[config.mk]
export PLATFORM = sky130hd
export DESIGN_NAME = cfo_core
export DESIGN_NICKNAME = d
export VERILOG_FILES = /design/src/cfo_pkg.sv /design/src/cfo_core.sv
export SDC_FILE = /design/constraint.sdc
export NUM_CORES = 1
export LEC_CHECK = 0
export BUFFER_PORTS_ARGS = -buffer_cell sky130_fd_sc_hd__clkbuf_2
export CAP_MARGIN = 20
export CORE_UTILIZATION = 47
export CTS_BUF_LIST = sky130_fd_sc_hd__clkbuf_16
export DETAILED_ROUTE_END_ITERATION = 16
export HOLD_SLACK_MARGIN = 0.05
export PLACE_DENSITY_LB_ADDON = 0.12
export SETUP_SLACK_MARGIN = 0.02
export SLEW_MARGIN = 15
export SYNTH_ARGS = -nofsm -noshare
export SYNTH_HDL_FRONTEND = slang
export SYNTH_SLANG_ARGS = --single-unit
[constraint.sdc]
create_clock -name ref_clk_i -period 1.95 [get_ports ref_clk_i]
set_input_delay 0.0975 -clock ref_clk_i [delete_from_list [all_inputs] [get_ports ref_clk_i]]
set_output_delay 0.0975 -clock ref_clk_i [all_outputs]
set_load 0.05 [all_outputs]
[src/cfo_pkg.sv]
// Package of encodings, phases and constants for the file-operation core
package cfo_pkg;

   // ***********************************************************************
   // Instruction encodings
   // ***********************************************************************
   localparam logic [15:0] CFO_KICK_WORD = 16'h0004;
   localparam logic [6:0] CFO_ZERO_TOP = 7'h35;    // 0110 101
   localparam logic [5:0] CFO_INV_TOP = 6'h07;     // 0001 11
   localparam logic [6:0] CFO_EQ_TOP = 7'h31;      // 0110 001
   localparam int CFO_BANK_BIT = 8;
   localparam int CFO_DEST_BIT = 9;

   // ***********************************************************************
   // Addressing constants
   // ***********************************************************************
   localparam int CFO_ADDR_W = 12;
   localparam logic [7:0] CFO_INDEX_LIMIT = 8'h5f;  // Offsets at or below use indexing
   localparam logic [7:0] CFO_ACCESS_SPLIT = 8'h60; // Lower access half ends here
   localparam logic [3:0] CFO_ACCESS_HIGH_BANK = 4'hf;
   localparam logic [3:0] CFO_ACCESS_LOW_BANK = 4'h0;

   // ***********************************************************************
   // Reset and clear values
   // ***********************************************************************
   localparam logic [7:0] CFO_ACCUM_RST = 8'h00;
   localparam logic [7:0] CFO_CLEAR_VALUE = 8'h00;
   localparam logic CFO_ZERO_FLAG_RST = 1'b0;
   localparam logic CFO_NEG_FLAG_RST = 1'b0;
   localparam logic CFO_EXPIRY_LOW_RST = 1'b1;
   localparam logic CFO_SLEEP_LOW_RST = 1'b1;

   // ***********************************************************************
   // Skip countdown codes
   // ***********************************************************************
   localparam logic [1:0] CFO_SKIP_NONE = 2'h0;
   localparam logic [1:0] CFO_SKIP_FIRST = 2'h1;
   localparam logic [1:0] CFO_SKIP_TAIL = 2'h2;

   // ***********************************************************************
   // Types
   // ***********************************************************************
   typedef enum logic [3:0]
   {
      PH_DECODE = 4'h1,
      PH_READ = 4'h2,
      PH_PROC = 4'h4,
      PH_WRITE = 4'h8
   } cfo_phase_t;

   typedef enum logic [4:0]
   {
      OP_IDLE = 5'h01,
      OP_ZERO = 5'h02,
      OP_KICK = 5'h04,
      OP_INV = 5'h08,
      OP_EQ = 5'h10
   } cfo_op_t;

endpackage : cfo_pkg

[src/cfo_core.sv]
// Four-phase executor for the clear, kick, invert and equal-skip instructions
//
// Summary of operation
// - zero_file_op writes 00h, sets zero flag
// - Bank bit 0 selects access bank
// - Bank bit 1 combines bank select register
// - Extended set, bank bit 0 offsets <=5Fh use indexing
// - watchdog_kick_op clears counter, sets both lows
// - invert_file_op complements, updates negative, zero
// - Destination 0 accumulator, 1 register
// - equal_skip_op compares by subtraction, no flags
// - Equality discards next word as idle_slot
// - Skipped two-word instruction costs two cycles
`timescale 1ns/1ps

module cfo_core
   import cfo_pkg::*;
(
   // Clock, reset and enable
   input wire logic ref_clk_i,
   input wire logic resetn_i,
   input wire logic clk_en_i,
   // Instruction fetch stream
   input wire logic [15:0] instr_i,
   input wire logic instr_valid_i,
   input wire logic instr_two_word_i,
   output logic fetch_ready_o,
   // Addressing configuration
   input wire logic [3:0] bank_select_reg_i,
   input wire logic ext_set_en_i,
   input wire logic [CFO_ADDR_W-1:0] index_base_i,
   // Data memory port
   output logic [CFO_ADDR_W-1:0] mem_addr_o,
   output logic mem_rd_o,
   input wire logic [7:0] mem_rdata_i,
   output logic mem_we_o,
   output logic [7:0] mem_wdata_o,
   // Accumulator preload and view
   input wire logic accum_load_i,
   input wire logic [7:0] accum_load_data_i,
   output logic [7:0] accum_o,
   // Status flags
   output logic all_clear_flag_o,
   output logic result_msb_flag_o,
   // Watchdog side
   input wire logic watchdog_expired_i,
   input wire logic sleep_entry_i,
   output logic watchdog_clear_o,
   output logic expiry_occurred_low_o,
   output logic sleep_entered_low_o,
   // Execution view
   output logic [3:0] phase_o,
   output logic skip_active_o
);

   // ***********************************************************************
   // State
   // ***********************************************************************
   cfo_phase_t phase_r, phase_nxt;
   cfo_op_t op_r, op_nxt;
   logic dest_r, dest_nxt;
   logic [1:0] skip_r, skip_nxt;
   logic [CFO_ADDR_W-1:0] addr_r, addr_nxt;
   logic we_r, we_nxt;
   logic [7:0] wdata_r, wdata_nxt;
   logic [7:0] operand_r, operand_nxt;
   logic [7:0] result_r, result_nxt;
   logic [7:0] accum_r, accum_nxt;
   logic zero_r, zero_nxt;
   logic neg_r, neg_nxt;
   logic kick_r, kick_nxt;
   logic expiry_low_r, expiry_low_nxt;
   logic sleep_low_r, sleep_low_nxt;

   // ***********************************************************************
   // Combinational helpers
   // ***********************************************************************
   logic [7:0] f_addr;
   logic bank_bit;
   logic [CFO_ADDR_W-1:0] eff_addr;
   logic [7:0] diff;
   logic [7:0] inv_val;

   // Operand fields of the word on offer
   assign f_addr = instr_i[7:0];
   assign bank_bit = instr_i[CFO_BANK_BIT];
   assign diff = operand_r - accum_r;
   assign inv_val = ~operand_r;

   // Effective data address
   always_comb
   begin
      if (bank_bit)
      begin
         eff_addr = {bank_select_reg_i, f_addr};
      end
      else if (ext_set_en_i && (f_addr <= CFO_INDEX_LIMIT))
      begin
         // Base plus literal offset, wraps inside data space
         eff_addr = index_base_i + {4'h0, f_addr};
      end
      else if (f_addr < CFO_ACCESS_SPLIT)
      begin
         eff_addr = {CFO_ACCESS_LOW_BANK, f_addr};
      end
      else
      begin
         eff_addr = {CFO_ACCESS_HIGH_BANK, f_addr};
      end
   end

   // ***********************************************************************
   // Next-state logic
   // ***********************************************************************
   // One phase per enabled clock; decode waits for a fetched word
   always_comb
   begin
      phase_nxt = phase_r;
      op_nxt = op_r;
      dest_nxt = dest_r;
      skip_nxt = skip_r;
      addr_nxt = addr_r;
      we_nxt = 1'b0;
      wdata_nxt = wdata_r;
      operand_nxt = operand_r;
      result_nxt = result_r;
      accum_nxt = accum_r;
      zero_nxt = zero_r;
      neg_nxt = neg_r;
      kick_nxt = 1'b0;
      expiry_low_nxt = expiry_low_r;
      sleep_low_nxt = sleep_low_r;
      unique case (phase_r)
         PH_DECODE:
         begin
            if (instr_valid_i)
            begin
               phase_nxt = PH_READ;
               dest_nxt = instr_i[CFO_DEST_BIT];
               addr_nxt = eff_addr;
               if (skip_r == CFO_SKIP_FIRST)
               begin
                  // Discarded word runs as an idle slot
                  op_nxt = OP_IDLE;
                  skip_nxt = instr_two_word_i ? CFO_SKIP_TAIL : CFO_SKIP_NONE;
               end
               else if (skip_r == CFO_SKIP_TAIL)
               begin
                  op_nxt = OP_IDLE;
                  skip_nxt = CFO_SKIP_NONE;
               end
               else if (instr_i == CFO_KICK_WORD)
               begin
                  op_nxt = OP_KICK;
               end
               else if (instr_i[15:9] == CFO_ZERO_TOP)
               begin
                  op_nxt = OP_ZERO;
               end
               else if (instr_i[15:10] == CFO_INV_TOP)
               begin
                  op_nxt = OP_INV;
               end
               else if (instr_i[15:9] == CFO_EQ_TOP)
               begin
                  op_nxt = OP_EQ;
               end
               else
               begin
                  // Words outside this set pass as idle slots
                  op_nxt = OP_IDLE;
               end
            end
         end
         PH_READ:
         begin
            phase_nxt = PH_PROC;
            // Only register operands read memory; kick and idle do not
            if ((op_r == OP_ZERO) || (op_r == OP_INV) || (op_r == OP_EQ))
            begin
               operand_nxt = mem_rdata_i;
            end
         end
         PH_PROC:
         begin
            phase_nxt = PH_WRITE;
            unique case (op_r)
               OP_ZERO:
               begin
                  result_nxt = CFO_CLEAR_VALUE;
                  zero_nxt = 1'b1;
                  we_nxt = 1'b1;
                  wdata_nxt = CFO_CLEAR_VALUE;
               end
               OP_INV:
               begin
                  result_nxt = inv_val;
                  neg_nxt = inv_val[7];
                  zero_nxt = (inv_val == 8'h00);
                  we_nxt = dest_r;
                  wdata_nxt = inv_val;
               end
               OP_EQ:
               begin
                  // Flags untouched, only the skip is armed
                  if (diff == 8'h00)
                  begin
                     skip_nxt = CFO_SKIP_FIRST;
                  end
               end
               OP_KICK:
               begin
                  kick_nxt = 1'b1;
                  expiry_low_nxt = 1'b1;
                  sleep_low_nxt = 1'b1;
               end
               OP_IDLE:
               begin
                  result_nxt = result_r;
               end
            endcase
         end
         PH_WRITE:
         begin
            phase_nxt = PH_DECODE;
            // Write phase stays idle for compare and kick
            if ((op_r == OP_INV) && !dest_r)
            begin
               accum_nxt = result_r;
            end
         end
      endcase
      // Preload by the host side takes the accumulator outright
      if (accum_load_i)
      begin
         accum_nxt = accum_load_data_i;
      end
      // A real expiry or sleep entry beats a kick in the same cycle
      if (watchdog_expired_i)
      begin
         expiry_low_nxt = 1'b0;
      end
      if (sleep_entry_i)
      begin
         sleep_low_nxt = 1'b0;
      end
   end

   // ***********************************************************************
   // Registers
   // ***********************************************************************
   // Clock enable low freezes everything, pulses included
   always_ff @(posedge ref_clk_i or negedge resetn_i)
   begin
      if (!resetn_i)
      begin
         phase_r <= PH_DECODE;
         op_r <= OP_IDLE;
         dest_r <= 1'b0;
         skip_r <= CFO_SKIP_NONE;
         addr_r <= '0;
         we_r <= 1'b0;
         wdata_r <= 8'h00;
         operand_r <= 8'h00;
         result_r <= 8'h00;
         accum_r <= CFO_ACCUM_RST;
         zero_r <= CFO_ZERO_FLAG_RST;
         neg_r <= CFO_NEG_FLAG_RST;
         kick_r <= 1'b0;
         expiry_low_r <= CFO_EXPIRY_LOW_RST;
         sleep_low_r <= CFO_SLEEP_LOW_RST;
      end
      else if (clk_en_i)
      begin
         phase_r <= phase_nxt;
         op_r <= op_nxt;
         dest_r <= dest_nxt;
         skip_r <= skip_nxt;
         addr_r <= addr_nxt;
         we_r <= we_nxt;
         wdata_r <= wdata_nxt;
         operand_r <= operand_nxt;
         result_r <= result_nxt;
         accum_r <= accum_nxt;
         zero_r <= zero_nxt;
         neg_r <= neg_nxt;
         kick_r <= kick_nxt;
         expiry_low_r <= expiry_low_nxt;
         sleep_low_r <= sleep_low_nxt;
      end
   end

   // ***********************************************************************
   // Outputs
   // ***********************************************************************
   assign fetch_ready_o = (phase_r == PH_DECODE);
   assign mem_addr_o = addr_r;
   assign mem_rd_o = (phase_r == PH_READ) && ((op_r == OP_ZERO) || (op_r == OP_INV) || (op_r == OP_EQ));
   assign mem_we_o = we_r;
   assign mem_wdata_o = wdata_r;
   assign accum_o = accum_r;
   assign all_clear_flag_o = zero_r;
   assign result_msb_flag_o = neg_r;
   assign watchdog_clear_o = kick_r;
   assign expiry_occurred_low_o = expiry_low_r;
   assign sleep_entered_low_o = sleep_low_r;
   assign phase_o = phase_r;
   assign skip_active_o = (skip_r != CFO_SKIP_NONE);

endmodule : cfo_core

# Yosys cells after proc, flatten, opt, wreduce, memory -nomap -nowiden
# Cells that the tools add are included.
# Widths: inputs -> output; s select.
# word_totals
register_bits,54
in_bits,57
output_inout_bits,41
word_cells,94
# classes
add_sub_neg,2
n_lt_le_gt_ge,2
eq_ne,18
mux,31
bitwise,1
reduce_logical,26
# ops
op,count
$mux 12,3
$mux 5,6
$mux 8,3
$reduce_and 3->1,7
$reduce_bool 2->1,9
$eq 16x3->1 const B,1
$logic_not 8->1,2
$pmux 4 s4,1
$pmux 8 s2,1
$eq 7x6->1 const B,2
$add 12x8->12,1
$mux 2,6
$le 8x7->1 const B,1
$lt 8x7->1 const B,1
$not 8->8,1
$sub 8x8->8,1
$mux 1,7
$eq 6x3->1 const B,1
$ne 2x2->1 const B,3
$reduce_and 6->1,1
$eq 5x2->1 const B,1
$eq 5x3->1 const B,1
$eq 5x4->1 const B,1
$eq 5x5->1 const B,1
14 further kinds,18

# Longest topological paths before layout
# logic_depth
word_depth,7
depth_mapped,8
depth_no_buf,8

# Worst setup path before layout
# No wires, ideal clock.
# synth_path
kind,register to register
from,"register phase_r[2], in the netlist phase_o[2]"
to,register operand_r[1]
setup_ns,0.125
arrival_time_ns,2.785
required_ns,1.825
setup_slack_ns,-0.959
stages_incl_launch_ff,7
path_buffers,2
period_less_slack_ns,2.909
cell_sequence,dfrtp_1 buf_2 nor4b_1 nor4b_2 and2_1 buf_4 mux2_2
# synth_via
elab_chain_len,2
# synth_rtl
item,line_no,rtl
from (decl),cfo_core.sv:59,"cfo_phase_t phase_r, phase_nxt;"
from (signal assigned),cfo_core.sv:275,phase_r <= phase_nxt;
$eq 4x2->1,cfo_core.sv:133,unique case (phase_r)
$reduce_and 3->1 (no source line),-,
to (signal assigned),cfo_core.sv:282,operand_r <= operand_nxt;
to (decl),cfo_core.sv:66,"logic [7:0] operand_r, operand_nxt;"
# No other way between the ends.
# A chain may end at the register's enable or synchronous reset.

# Worst setup path after layout
# layout_path
from,"register accum_r[1], in the netlist accum_o[1]"
to,register skip_r[0]
# layout_via
elab_chain_len,4
# layout_rtl
item,line_no,rtl
from (decl),cfo_core.sv:68,"logic [7:0] accum_r, accum_nxt;"
from (signal assigned),cfo_core.sv:284,accum_r <= accum_nxt;
$sub 8x8->8,cfo_core.sv:87,assign diff = operand_r - accum_r;
$logic_not 8->1,cfo_core.sv:206,if (diff == 8'h00)
$ne 2x2->1 (no source line),-,
$reduce_and 6->1 (no source line),-,
to (signal assigned),cfo_core.sv:278,skip_r <= skip_nxt;
to (decl),cfo_core.sv:62,"logic [1:0] skip_r, skip_nxt;"
# No other way between the ends.

==> out/qor.yml <==
p_leak_nw: 2.237
vdd_drop_max_mv: 0.5986
crit_arrival_ns: 2.26
num-fill-cells: 529
area_growth_pct: 38.08
drc: 0
synth-edff-count: 0
cts_root_buf: "clkbuf_16"
num_rows: 29
multi_input_area_um2: 1953
clkLatencyLatePin_ns: 0.29
yosysTopAreaCellShare: 0.3846
fmax_ghz: 0.4921
fin_nets: 564
path_cells: "inv_2, ha_4, nor2b_4, or4_4, a211oi_2, o2111a_1, and4bb_1, a2bb2oi_2"
path_clk_slew_ns: 0.07
dp_cells: 547
ant_nets: 0
syn_area_um2: 3253
n_antenna_cell: 0
top_level_ports: 98
cts_tree: "yes"
synthTopCellsByCount: "nand2_1, dfrtp_1, o21ai_0, nor2_1, a21oi_1"
regArea_um2: 1370
grt_util_all_layers: 0.2332
yosysSeqAreaShare: 0.4169
setup.worst_path.end_class: "register"
synth-main-ff-cell: "dfrtp_1"
hold_viol: 0
fin_crit_sh: 1.042
core_area_um2: 6531
setup_slack_ns: -0.08216
power_mw: 4.122
cp_data_required_time_ns: 2.18
tightest_slew_ns: 0.5723
stdcell_count: 569
synthCells: 360
cts.sink_count: 54
yosysWarnings: 0
async_reset_ff_frac: 1.000
yosys.cell_types.count: 55
slowest_stage: "or4_4"
die_x_um: 85.20
grt_pass1_wl_um: 13320
setup_violations: 2
clock_path_buffers: 2
dr_total_vias: 3096
htreeDepth: 2
violations: "negative setup slack"
firstDrtPassIters: 4
drv_slew: 0
grt_max_degree: 35
min_period_ns: 2.032
power.density_nw_per_um2: 917.8
slowest_delay_ns: 0.47
synth_most_common_cell: "nand2_1"
outcome: "finished, violations left"
viasPerCell: 5.441
place_ws_ns: -0.1116
hpwl_um: 6489
synthTopCellsByArea: "dfrtp_1, nand2_1, o21ai_0"
crit_type: "register to register"
yosys.area.top_type: "dfrtp_1"
numPortBuffers: 97
postSynthAreaPerCell_um2: 9.036
gp_congestion: 0.9004
maxCapViolCount: 0
worst_slew_margin_rel: 0.6185
die_area_um2: 7258
antenna_found_initial: 0
wl_per_cell_um: 14.62
grt_pass1_vias: 2921
syn_nets: 433
start_kind: "register"
finClkSkew_ns: 0.01109
overflow: 0
path_max_fanout: 2
rsz0062_at_grt: "yes"
die_h_um: 85.20
hp-class: "input port to register"
synth_seq_cells: 54
initial_core_util: 0.4981
drive_gt1_frac: 0.3638
cts-buffers-inserted: 5
drtIter0Drc: 205
wirelength_um: 8316
sequential cells by signal, indices dropped and copies added (netlist names):
name	flops
sleep_entered_low_o	1
mem_addr_o	12
phase_o	4
operand_r	8
op_r	5
skip_r	2
expiry_occurred_low_o	1
all_clear_flag_o	1
result_r	8
dest_r	1
mem_we_o	1
result_msb_flag_o	1
accum_o	8
watchdog_clear_o	1
final cells by class:
| cell class | instances | area share |
|---|---|---|
| multi-input combinational | 277 | 0.4348 |
| sequential | 54 | 0.3050 |
| timing repair buffer | 137 | 0.1911 |
| clock buffer | 5 | 0.02786 |
| tap | 77 | 0.02145 |
| inverter | 16 | 0.01337 |
| clock inverter | 3 | 0.006407 |
per-stage QoR:
step / cell area (µm²) / setup TNS [ns] / hold WS, ns / util
detailed placement: 4131 / -0.5407 / 0.1192 / 0.6326
CTS: 4409 / -0.2013 / 0.05389 / 0.6751
global route: 4492 / -0.2863 / 0.06996 / 0.6877
finish: 4492 / -0.1593 / 0.05512 / 0.6877
floorplan: 3387 / -5.759 / -0.1981 / -
global placement: 4131 / -0.1514 / 0.1139 / 0.6326
critical path, delay by kind of cell (launching register included):
| kind | cells | cell delay [ns] |
|---|---|---|
| simple gates | 3 | 0.82 |
| compound gates | 3 | 0.49 |
| flops | 1 | 0.41 |
| fa+ha+maj | 1 | 0.19 |
| buf+inv | 1 | 0.06 |
power by group:
group	switching [mW]	internal [mW]
Combinational	1.07	0.597
Sequential	0.212	1.33
Clock	0.422	0.492
Total	1.70	2.42
path summary, 6_finish.rpt:
check	from	end	slack (ns)	depth (start not counted)
hold / removal	instr_i[9]	dest_r$_DFFE_PN0P_	0.06	3
hold reg to reg	mem_addr_o[3]$_DFFE_PN0P_	mem_addr_o[3]$_DFFE_PN0P_	0.49	2
min in group asynchronous	resetn_i	mem_we_o$_DFFE_PN0P_	0.33	2
max in group asynchronous	resetn_i	op_r[0]$_DFFE_PN1P_	0.98	3
setup / recovery	accum_o[1]$_DFFE_PN0P_	skip_r[0]$_DFFE_PN0P_	-0.08	8
setup reg to reg	accum_o[1]$_DFFE_PN0P_	skip_r[0]$_DFFE_PN0P_	-0.08	8
routing by layer:
metal	GRT usage	part of all wire	routed length (µm)	vias to the layer above
met5	0	0	0	-
met4	0.05547	0.011	95	0
met3	0.02918	0.039	326	7
met2	0.3908	0.47	3930	83
met1	0.3233	0.48	3964	1458
li1	-	-	-	1548
repair_timing:
item / CTS / global route
hold buffers: 12 / 0
gates resized for setup: 2 / 12
buffers inserted: 0 / 2
pin swaps: 0 / 4
endpoints found under the hold margin: 29 / 0
endpoints found under the setup margin: 10 / 23
gates cloned: 0 / 1
layout by cell type (no fill, tap or decap), types with 7 or more instances in the layout:
| cell | count |
|---|---|
| clkbuf_2 | 96 |
| nand2_1 | 55 |
| dfrtp_1 | 42 |
| o21ai_0 | 40 |
| buf_4 | 26 |
| nor2_1 | 22 |
| a21oi_1 | 20 |
| mux2i_1 | 15 |
| inv_1 | 14 |
| ha_1 | 12 |
| dlygate4sd3_1 | 11 |
| nor3_1 | 10 |
| xor2_1 | 8 |
| dfrtp_2 | 8 |
| xnor2_1 | 7 |
| mux2_4 | 7 |
logic make-up after synthesis:
group                    after synthesis  synth area share
AO/OA/AOI/OAI                         94            0.1739
XOR/XNOR                              15           0.04039
adder cells (fa/ha/maj)               16           0.06385
buffers and inverters                 30           0.03692
flip-flops                            54            0.4169
multiplexers                          23           0.07385
AND/OR/NAND/NOR                      128            0.1942
Power figures use the tool's default switching activity.
